===== config.mk =====
export PLATFORM = sky130hd
export DESIGN_NAME = toc_channel
export DESIGN_NICKNAME = d
export VERILOG_FILES = /design/src/hdl/toc_pkg.sv /design/src/hdl/toc_channel.sv
export SDC_FILE = /design/constraint.sdc
export NUM_CORES = 1
export LEC_CHECK = 0
export BUFFER_PORTS_ARGS = -buffer_cell sky130_fd_sc_hd__buf_4
export CORE_MARGIN = 2
export CORE_UTILIZATION = 55
export DETAILED_ROUTE_END_ITERATION = 6
export PLACE_DENSITY = 0.74
export SLEW_MARGIN = 30
export SYNTH_ARGS = -nofsm -noshare
export SYNTH_HDL_FRONTEND = slang
export SYNTH_SLANG_ARGS = --single-unit

===== constraint.sdc =====
create_clock -name ref_clk -period 8 [get_ports ref_clk]
set_input_delay 1.6 -clock ref_clk [delete_from_list [all_inputs] [get_ports ref_clk]]
set_output_delay 1.6 -clock ref_clk [all_outputs]
set_load 0.02 [all_outputs]

===== src/hdl/toc_pkg.sv =====
// package for the timer output channel: register map, fields, constants
package toc_pkg;
  localparam int          CNT_W          = 24;
  // register word offsets (byte addresses)
  localparam logic [7:0]  ADDR_CTRL      = 8'h00;
  localparam logic [7:0]  ADDR_CNT       = 8'h04;
  localparam logic [7:0]  ADDR_PERIOD    = 8'h08;
  localparam logic [7:0]  ADDR_DUTY      = 8'h0c;
  localparam logic [7:0]  ADDR_IRQ_STAT  = 8'h10;
  localparam logic [7:0]  ADDR_IRQ_EN    = 8'h14;
  localparam logic [7:0]  ADDR_IRQ_CLR   = 8'h18;
  localparam logic [7:0]  ADDR_STATUS    = 8'h1c;
  // control field positions
  localparam int          F_EN           = 0;
  localparam int          F_MODE_LO      = 1;
  localparam int          F_OSM          = 3;
  localparam int          F_ROUTE        = 4;
  localparam int          F_EXTERNAL_TRIGGER_SELECT     = 5;
  localparam int          F_RST_PM       = 6;
  localparam int          F_UPDATE_ENABLE_FIELD_LO      = 7;
  localparam int          F_SRC_LO       = 9;
  localparam int          F_FIX          = 12;
  localparam int          F_POL          = 13;
  localparam logic [13:0] CTRL_RST       = 14'h0000;
  localparam logic [1:0]  MODE_PWM       = 2'h2;
  localparam logic [1:0]  MODE_SHIFT     = 2'h3;
  localparam logic [1:0]  UPDATE_ENABLE_FIELD_OFF       = 2'h0;
  localparam logic [CNT_W-1:0] SHIFT_MAX = 24'h000017;
  localparam int          FIX1_SHIFT     = 4;
  localparam logic [3:0]  FIX1_MASK      = 4'hf;
  localparam int          N_CFG          = 8;
endpackage


===== src/hdl/toc_channel.sv =====
// timer output channel: counter, period and duty compare, pwm/one-shot/shift
// Notes on behaviour
// - mode 11, one-shot 0, routing 0 gives continuous serial shift
// - shift mode, update off: period match does a shift, not a reload
// - period compare counts shifted bits of duty register, at most 23
// - external trigger plus reset-on-match: capture event resets counter
// - capture event is held and synchronised before it acts
// - capture reset lands on the selected clock enable, fixed or configurable
// - clock source select chooses fixed 0/1 or configurable 0..7 enable
// - fixed enable 0 divides by 1, fixed enable 1 by 16
// - one-shot: period compare sets the initial inactive phase length
// - counter width bounds the longest period
// - one-shot: active edge at period-1 then reset, inactive at duty-1
// - compares run in initial phase; enabled triggers raise interrupts
//
// Local design decisions: the placing of the registers and strobed register access.
`timescale 1ns/1ps
`default_nettype none
module toc_channel
  import toc_pkg::*;
(
  input  wire logic             ref_clk,     // 100 MHz cluster clock
  input  wire logic             rst,         // async, active high
  input  wire logic [7:0]       addr,        // register byte address
  input  wire logic [31:0]      wdata,       // write data
  input  wire logic             wr,          // write strobe
  input  wire logic             rd,          // read strobe
  output logic      [31:0]      rdata,       // read data, cycle after rd
  input  wire logic [N_CFG-1:0] cfg_clk_en,  // configurable clock enables
  input  wire logic             capture_unit_event, // capture pulse
  output logic                  chan_out,    // channel output
  output logic                  first_compare_trigger,  // period match
  output logic                  second_compare_trigger, // duty match
  output logic                  irq          // level interrupt
);

  typedef struct packed {
    logic [13:0]      ctrl;
    logic [CNT_W-1:0] channel_counter;
    logic [CNT_W-1:0] period_compare;
    logic [CNT_W-1:0] duty_compare;
    logic [CNT_W-1:0] shift_reg;
    logic [CNT_W-1:0] shift_cnt;
    logic [3:0]       prescale;
    logic             cap_pend;
    logic             cap_sync;
    logic             oneshot_live;
    logic             out;
    logic             trig0;
    logic             trig1;
    logic [1:0]       irq_stat;
    logic [1:0]       irq_en;
    logic [31:0]      rdata;
  } toc_state_s;

  toc_state_s st_reg;
  toc_state_s st_next;

  function automatic logic [31:0] toc_pad(input logic [CNT_W-1:0] v);
    toc_pad = {8'h00, v};
  endfunction

  logic       tick;
  logic [2:0] src;
  logic       fixed_sel;
  logic       shift_mode;
  logic       one_shot;
  logic       cap_rst_en;
  logic       per_hit;
  logic       duty_hit;
  logic [CNT_W-1:0] shift_len;

  always_comb
  begin
    src        = st_reg.ctrl[F_SRC_LO +: 3];
    fixed_sel  = st_reg.ctrl[F_FIX];
    // fixed 0 undivided, fixed 1 every 16th clock
    if (fixed_sel)
      tick = (src[0]) ? (st_reg.prescale == FIX1_MASK) : 1'b1;
    else
      tick = cfg_clk_en[src];
    shift_mode = st_reg.ctrl[F_MODE_LO +: 2] == MODE_SHIFT &&
                 !st_reg.ctrl[F_OSM] && !st_reg.ctrl[F_ROUTE];
    one_shot   = st_reg.ctrl[F_OSM] &&
                 st_reg.ctrl[F_MODE_LO +: 2] == MODE_PWM;
    cap_rst_en = st_reg.ctrl[F_EXTERNAL_TRIGGER_SELECT] && st_reg.ctrl[F_RST_PM];
    // shift length clamps at the widest legal count
    shift_len  = (st_reg.period_compare > SHIFT_MAX) ?
                 SHIFT_MAX : st_reg.period_compare;
    // compare at value-1 so 0 and 1 both behave after a capture reset
    per_hit    = st_reg.channel_counter ==
                 st_reg.period_compare - 24'h000001;
    duty_hit   = st_reg.channel_counter ==
                 st_reg.duty_compare - 24'h000001;
  end

  always_comb
  begin
    st_next       = st_reg;
    st_next.trig0 = 1'b0;
    st_next.trig1 = 1'b0;
    st_next.rdata = 32'h00000000;
    st_next.prescale = st_reg.prescale + 4'h1;

    // capture is only latched here; it never acts before the tick
    if (capture_unit_event && cap_rst_en)
      st_next.cap_pend = 1'b1;
    st_next.cap_sync = st_reg.cap_pend;

    if (st_reg.ctrl[F_EN] && tick)
    begin
      if (st_reg.cap_sync && cap_rst_en)
      begin
        // counter restart aligned to the selected enable
        st_next.channel_counter = {CNT_W{1'b0}};
        st_next.cap_pend        = capture_unit_event;
        st_next.cap_sync        = 1'b0;
        st_next.out             = st_reg.duty_compare != 24'h0;
      end
      else if (shift_mode)
      begin
        st_next.out       = st_reg.shift_reg[0];
        st_next.shift_reg = {st_reg.shift_reg[0],
                             st_reg.shift_reg[CNT_W-1:1]};
        if (st_reg.shift_cnt + 24'h000001 >= shift_len)
        begin
          st_next.shift_cnt = {CNT_W{1'b0}};
          st_next.trig0     = 1'b1;
          // update off: keep shifting instead of a reload cycle
          if (st_reg.ctrl[F_UPDATE_ENABLE_FIELD_LO +: 2] != UPDATE_ENABLE_FIELD_OFF)
            st_next.shift_reg = st_reg.duty_compare;
        end
        else
          st_next.shift_cnt = st_reg.shift_cnt + 24'h000001;
        st_next.channel_counter = st_next.shift_cnt;
      end
      else
      begin
        // counter wraps at its width, bounding the period
        st_next.channel_counter = st_reg.channel_counter + 24'h000001;
        if (duty_hit)
        begin
          st_next.trig1 = 1'b1;
          st_next.out   = 1'b0;
          if (one_shot && !st_reg.oneshot_live)
            st_next.out = 1'b0;
        end
        if (per_hit)
        begin
          st_next.trig0           = 1'b1;
          st_next.channel_counter = {CNT_W{1'b0}};
          if (one_shot)
          begin
            // initial phase ends; pulse runs one period then stops
            st_next.out          = !st_reg.oneshot_live &&
                                   st_reg.duty_compare != 24'h0;
            st_next.oneshot_live = !st_reg.oneshot_live;
            if (st_reg.oneshot_live)
              st_next.ctrl[F_EN] = 1'b0;
          end
          else
            st_next.out = st_reg.duty_compare != 24'h0;
        end
      end
    end

    // sticky status, set wins over clear
    if (wr && addr == ADDR_IRQ_CLR)
      st_next.irq_stat = st_reg.irq_stat & ~wdata[1:0];
    st_next.irq_stat = st_next.irq_stat |
                       {st_next.trig1, st_next.trig0};

    if (wr)
    begin
      case (addr)
        ADDR_CTRL:
        begin
          st_next.ctrl         = wdata[13:0];
          st_next.oneshot_live = 1'b0;
        end
        ADDR_CNT:
        begin
          st_next.channel_counter = wdata[CNT_W-1:0];
          st_next.oneshot_live    = 1'b0;
          st_next.out             = 1'b0;
        end
        ADDR_PERIOD: st_next.period_compare = wdata[CNT_W-1:0];
        ADDR_DUTY:
        begin
          st_next.duty_compare = wdata[CNT_W-1:0];
          st_next.shift_reg    = wdata[CNT_W-1:0];
        end
        ADDR_IRQ_EN: st_next.irq_en = wdata[1:0];
        default: ;
      endcase
    end

    if (rd)
    begin
      case (addr)
        ADDR_CTRL:     st_next.rdata = {18'h0, st_reg.ctrl};
        ADDR_CNT:      st_next.rdata = toc_pad(st_reg.channel_counter);
        ADDR_PERIOD:   st_next.rdata = toc_pad(st_reg.period_compare);
        ADDR_DUTY:     st_next.rdata = toc_pad(st_reg.duty_compare);
        ADDR_IRQ_STAT: st_next.rdata = {30'h0, st_reg.irq_stat};
        ADDR_IRQ_EN:   st_next.rdata = {30'h0, st_reg.irq_en};
        ADDR_STATUS:   st_next.rdata = {29'h0, st_reg.oneshot_live,
                                        st_reg.cap_pend, st_reg.out};
        default:       st_next.rdata = 32'h00000000;
      endcase
    end
  end

  always_ff @(posedge ref_clk or posedge rst)
  begin
    if (rst)
    begin
      st_reg      <= '0;
      st_reg.ctrl <= CTRL_RST;
    end
    else
      st_reg <= st_next;
  end

  assign rdata                  = st_reg.rdata;
  assign chan_out               = st_reg.out ^ st_reg.ctrl[F_POL];
  assign first_compare_trigger  = st_reg.trig0;
  assign second_compare_trigger = st_reg.trig1;
  assign irq                    = |(st_reg.irq_stat & st_reg.irq_en);
endmodule
`default_nettype wire


## After elaboration in Yosys (flattened, before gate mapping)

Index checks and enable logic that the tools add are counted.

| storage, ports and cells | value |
|---|---|
| register bits after elaboration | 180 |
| word-level logic and storage cells | 110 |

| operators by class | value |
|---|---|
| $lt $le $gt $ge | 3 |
| mux-type cells | 45 |
| equality and inequality tests | 12 |
| bitwise gates (word level) | 6 |
| add/sub/neg operators | 5 |
| reductions and logical operators | 22 |

Operator list:

| operator | number |
|---|---|
| 24-bit 2-to-1 mux | 9 |
| 48-bit 2-to-1 mux | 4 |
| 24-bit case mux with 7 select lines | 1 |
| 97-bit 2-to-1 mux | 1 |
| 25-bit 2-to-1 mux | 2 |
| 24-bit by 1-bit adder with 24-bit output (second input constant) | 2 |
| 24-bit equality test | 2 |
| 24-bit by 1-bit subtractor with 24-bit output (second input constant) | 2 |
| 8-bit by 5-bit equality test with 1-bit output (second input constant) | 4 |
| 24-bit greater-or-equal comparator | 1 |
| 24-bit by 5-bit > comparator with 1-bit output (second input constant) | 1 |
| 24-bit nonzero test | 1 |
| 1-bit 2-to-1 mux | 20 |
| 8-bit by 4-bit equality test with 1-bit output (second input constant) | 2 |
| 2-bit 2-to-1 mux | 5 |
| 1-bit logical AND | 9 |
| 8-bit by 3-bit equality test with 1-bit output (second input constant) | 1 |
| 8-bit zero test | 1 |
| 2-bit AND reduction | 4 |
| 6-bit 2-to-1 mux | 1 |
| 4-bit by 1-bit adder with 4-bit output (second input constant) | 1 |
| 2-bit AND | 2 |
| 2-bit equality test (second input constant) | 2 |
| 4-bit equality test (second input constant) | 1 |
| other kinds (11) | 14 |

## Longest topological paths before layout

| logic depth | value |
|---|---|
| word-level depth | 9 |
| gate-level depth with buffers | 17 |

## Least setup slack after synthesis

No wires, ideal clock.

| timing | value |
|---|---|
| kind | register to register |
| start point | register st_reg[46] (netlist bit) |
| end point | register st_reg[84] (netlist bit) |
| buffers on the path | 2 |
| data arrival time | 4.397 ns |
| path slack | 3.465 ns |
| data required time | 7.862 ns |
| stages on the path, launching flop included | 18 |
| path through | dfrtp_1 ha_1 clkbuf_1 inv_1 nor4_1 nand2_1 nor3_1 xor2_1 ha_1 a21oi_1 nor2b_1 a2111o_1 a221o_1 a21o_1 o21ai_1 buf_2 mux2i_1 o211ai_1 |

RTL lines:

| element | RTL line | RTL |
|---|---|---|
| start: declaration | toc_channel.sv:56 | `toc_state_s st_reg;` |
| start signal: assignment | toc_channel.sv:222 | `st_reg <= st_next;` |

==> results.json <==
{
  "grt_pass1_wl_um": 51100,
  "synth.area.top_cells": "dfrtp_1, xnor2_1, mux2_2, nand2_1, xor2_1",
  "tightest_slew_ps": 975,
  "cts-root-buf": "clkbuf_16",
  "cp.required_ps": 8350,
  "die_w_um": 149,
  "path_depth": 16,
  "path_class": "reg2reg",
  "r2r_slack_ps": 2750,
  "fin_crit_sh": 0.656,
  "critPathArrivalTime_ps": 5610,
  "min_period_ps": 5250,
  "diodes": 0,
  "drt_iter0_markers": 846,
  "cts_hold_buffers": 0,
  "rows": 53,
  "first_pass_iters": 6,
  "cpPeakStageDelay_ps": 690,
  "clk_pin_slew_ps": 70,
  "drtAntennaViolNets": 0,
  "relSlewSlack": 0.350,
  "p_seq_frac": 0.451,
  "clockBufferDepth": 2,
  "fmax_ghz": 0.190,
  "yosys.area.top_type": "dfrtp_1",
  "n_fill_cell": 1811,
  "grt_max_degree": 101,
  "setup_viol": 0,
  "power.total_mw": 2.27,
  "h-tree-depth": 4,
  "swShare": 0.301,
  "hold_path_class": "reg2reg",
  "drc": 0,
  "fin_nets": 1363,
  "dp.final_hpwl_um": 23100,
  "drv_cap": 0,
  "crit_path_start_kind": "flop",
  "grt_pass1_vias": 9523,
  "area_growth_pct": 9.12,
  "critPathLaunch": "st_reg[46]",
  "routed_via_density": 6.38,
  "die-height_um": 149,
  "vias": 10000,
  "max-vdd-ir-drop_mv": 0.115,
  "synth_cell_type_count": 86,
  "slowest_stage": "a21oi_1",
  "rsz0062_at_grt": "false",
  "seq_area_frac_synth": 0.372,
  "cts_resized": 0,
  "finalHoldViolations": 0,
  "cts_setup_buffers": 0,
  "largest_register_ffs": 142,
  "endpoint": "st_reg[161]",
  "rr_worst_depth": 16,
  "synth_area_um2": 11600,
  "slew_violations": 0,
  "boundaryPins": 89,
  "endpoint_kind": "flop",
  "grtUsageTotal": 0.294,
  "cts_buffers": 17,
  "path_delay_family": "compound AO/OA/AOI/OAI gates",
  "synth_cells": 1286,
  "cp_cell_sequence": "ha_1 > inv_1 > nor4_1 > buf_4 > nand2_1 > nor3_1 > xor2_1 > ha_1 > a21oi_1 > nor2b_1 > a2111o_1 > a221o_1 > a21oi_1 > nand2_1 > o221a_2 > a211oi_2",
  "antenna_found_initial": 0,
  "cts_tree": "built",
  "drive_gt1_frac": 0.162,
  "pwr-share-clk": 0.376,
  "ys_ff_latch": 172,
  "setup_tns_ps": 0,
  "grt_overflow": 0,
  "coreArea_um2": 20800,
  "synth_top_area_frac": 0.372,
  "routabilityCongestion": 0.946,
  "p_int_mw": 1.58,
  "yosys_warnings": 0,
  "wl_per_cell_um": 20.3,
  "io_buffers": 72,
  "clk_latency_ps": 440,
  "fin_skew_ps": 12.0,
  "start_util": 0.556,
  "timing.rr.end": "st_reg[161]",
  "cellLeakagePower_nw": 5.87,
  "critical_path.max_fanout": 10,
  "hp-start": "st_reg[42]",
  "status": "finished, final reports clean",
  "combPwrFrac": 0.173,
  "synth_ff_type": "dfrtp_1",
  "clock_sinks": 172,
  "die_area_um2": 22200,
  "powerDensity_nw_per_um2": 179,
  "async_reset_ff_frac": 1.00,
  "crit_buf_inv": 2,
  "worst_r2r_startpoint": "st_reg[46]",
  "power_switching_uw": 681,
  "synth_edf_count": 0,
  "synth.avg_cell_area_um2": 9.00,
  "wl_um": 31800
}
## final cells by class
class	instances	area [µm²]	area share
Clock inverter	13	165	0.0131
Clock buffer	18	429	0.0340
Inverter	29	116	0.00921
Sequential cell	172	4300	0.341
Tap cell	275	344	0.0272
Multi-Input combinational cell	973	6610	0.523
Timing Repair Buffer	88	664	0.0526
## synthesized netlist by cell type, drive strengths merged, types with 8 or more instances
cell,count
dfrtp,172
nand2,137
nor2,98
clkbuf,85
nand3,63
xnor2,63
buf,52
a21oi,49
mux2,49
xor2,43
a22oi,35
o21ai,35
mux2i,30
o211ai,30
ha,29
inv,29
and3,28
nor3,26
nand4,25
a221oi,17
nor4,16
o22ai,15
or4,14
o31ai,12
and2,11
a211oi,8
## kinds of logic after synthesis
kind of cell             after synthesis  share of synthesized area
AND/OR/NAND/NOR                      471                      0.206
AO/OA/AOI/OAI                        257                      0.161
flip-flops                           172                      0.372
buffers and inverters                166                     0.0680
XOR/XNOR                             106                     0.0802
multiplexers                          83                     0.0814
adder cells (fa/ha/maj)               29                     0.0313
other                                  2                   0.000649
## worst min path at each step
stage / cells after the start / slack (ps) / endpoint
after floorplan: 1 / 420 / st_reg[42]
after global placement: 1 / 440 / st_reg[42]
after detailed placement: 1 / 440 / st_reg[42]
after CTS: 1 / 450 / st_reg[42]
after global routing: 1 / 490 / st_reg[42]
final: 1 / 450 / st_reg[42]
## cell usage in the layout, fill, tap and decap left out, types with 29 or more instances in the layout
cell type	n
dfrtp_1	172
nand2_1	137
nor2_1	98
buf_4	87
xnor2_1	63
nand3_1	62
mux2_2	48
a21oi_1	47
xor2_1	43
a22oi_1	35
mux2i_1	30
o211ai_1	30
o21ai_0	29
ha_1	29
## power groups by stage
stage	Clock (mW)	Sequential [mW]	Combinational, mW
2_1_floorplan	0	0.951	0.354
3_3_place_gp	0	1.03	0.378
3_5_place_dp	0	1.03	0.387
4_1_cts	0.860	1.01	0.389
5_1_grt	0.893	1.03	0.431
6_report	0.852	1.02	0.392
## worst reg2reg max path, cell delays in order (launching register included)
cell and delay (ps):
dfrtp_1 530, ha_1 370, inv_1 130, nor4_1 310
buf_4 200, nand2_1 100, nor3_1 230, xor2_1 300
ha_1 300, a21oi_1 150, nor2b_1 60, a2111o_1 390
a221o_1 400, a21oi_1 690, nand2_1 440, o221a_2 400
a211oi_2 190
## routing by layer
metal	track usage	routed length (µm)	up-vias	share of wire
met4	0.106	903	0	0.028
met2	0.464	14600	441	0.46
li1	-	-	4573	-
met1	0.407	13700	4931	0.43
met5	0	0	-	0
met3	0.0526	2610	59	0.082
## through the flow
stage               cell area, µm²  hold WS [ps]  setup WS, ps  instances   util
floorplan                    11700           422          1740       1311      -
global route                 12600           487          2300       1568  0.607
finish                       12600           448          2750       1568  0.607
CTS                          12600           452          2850       1568  0.606
detailed placement           12000           441          2870       1537  0.578
global placement             12000           436          2920       1537  0.577
No activity file was read; power rests on OpenSTA's default activity.
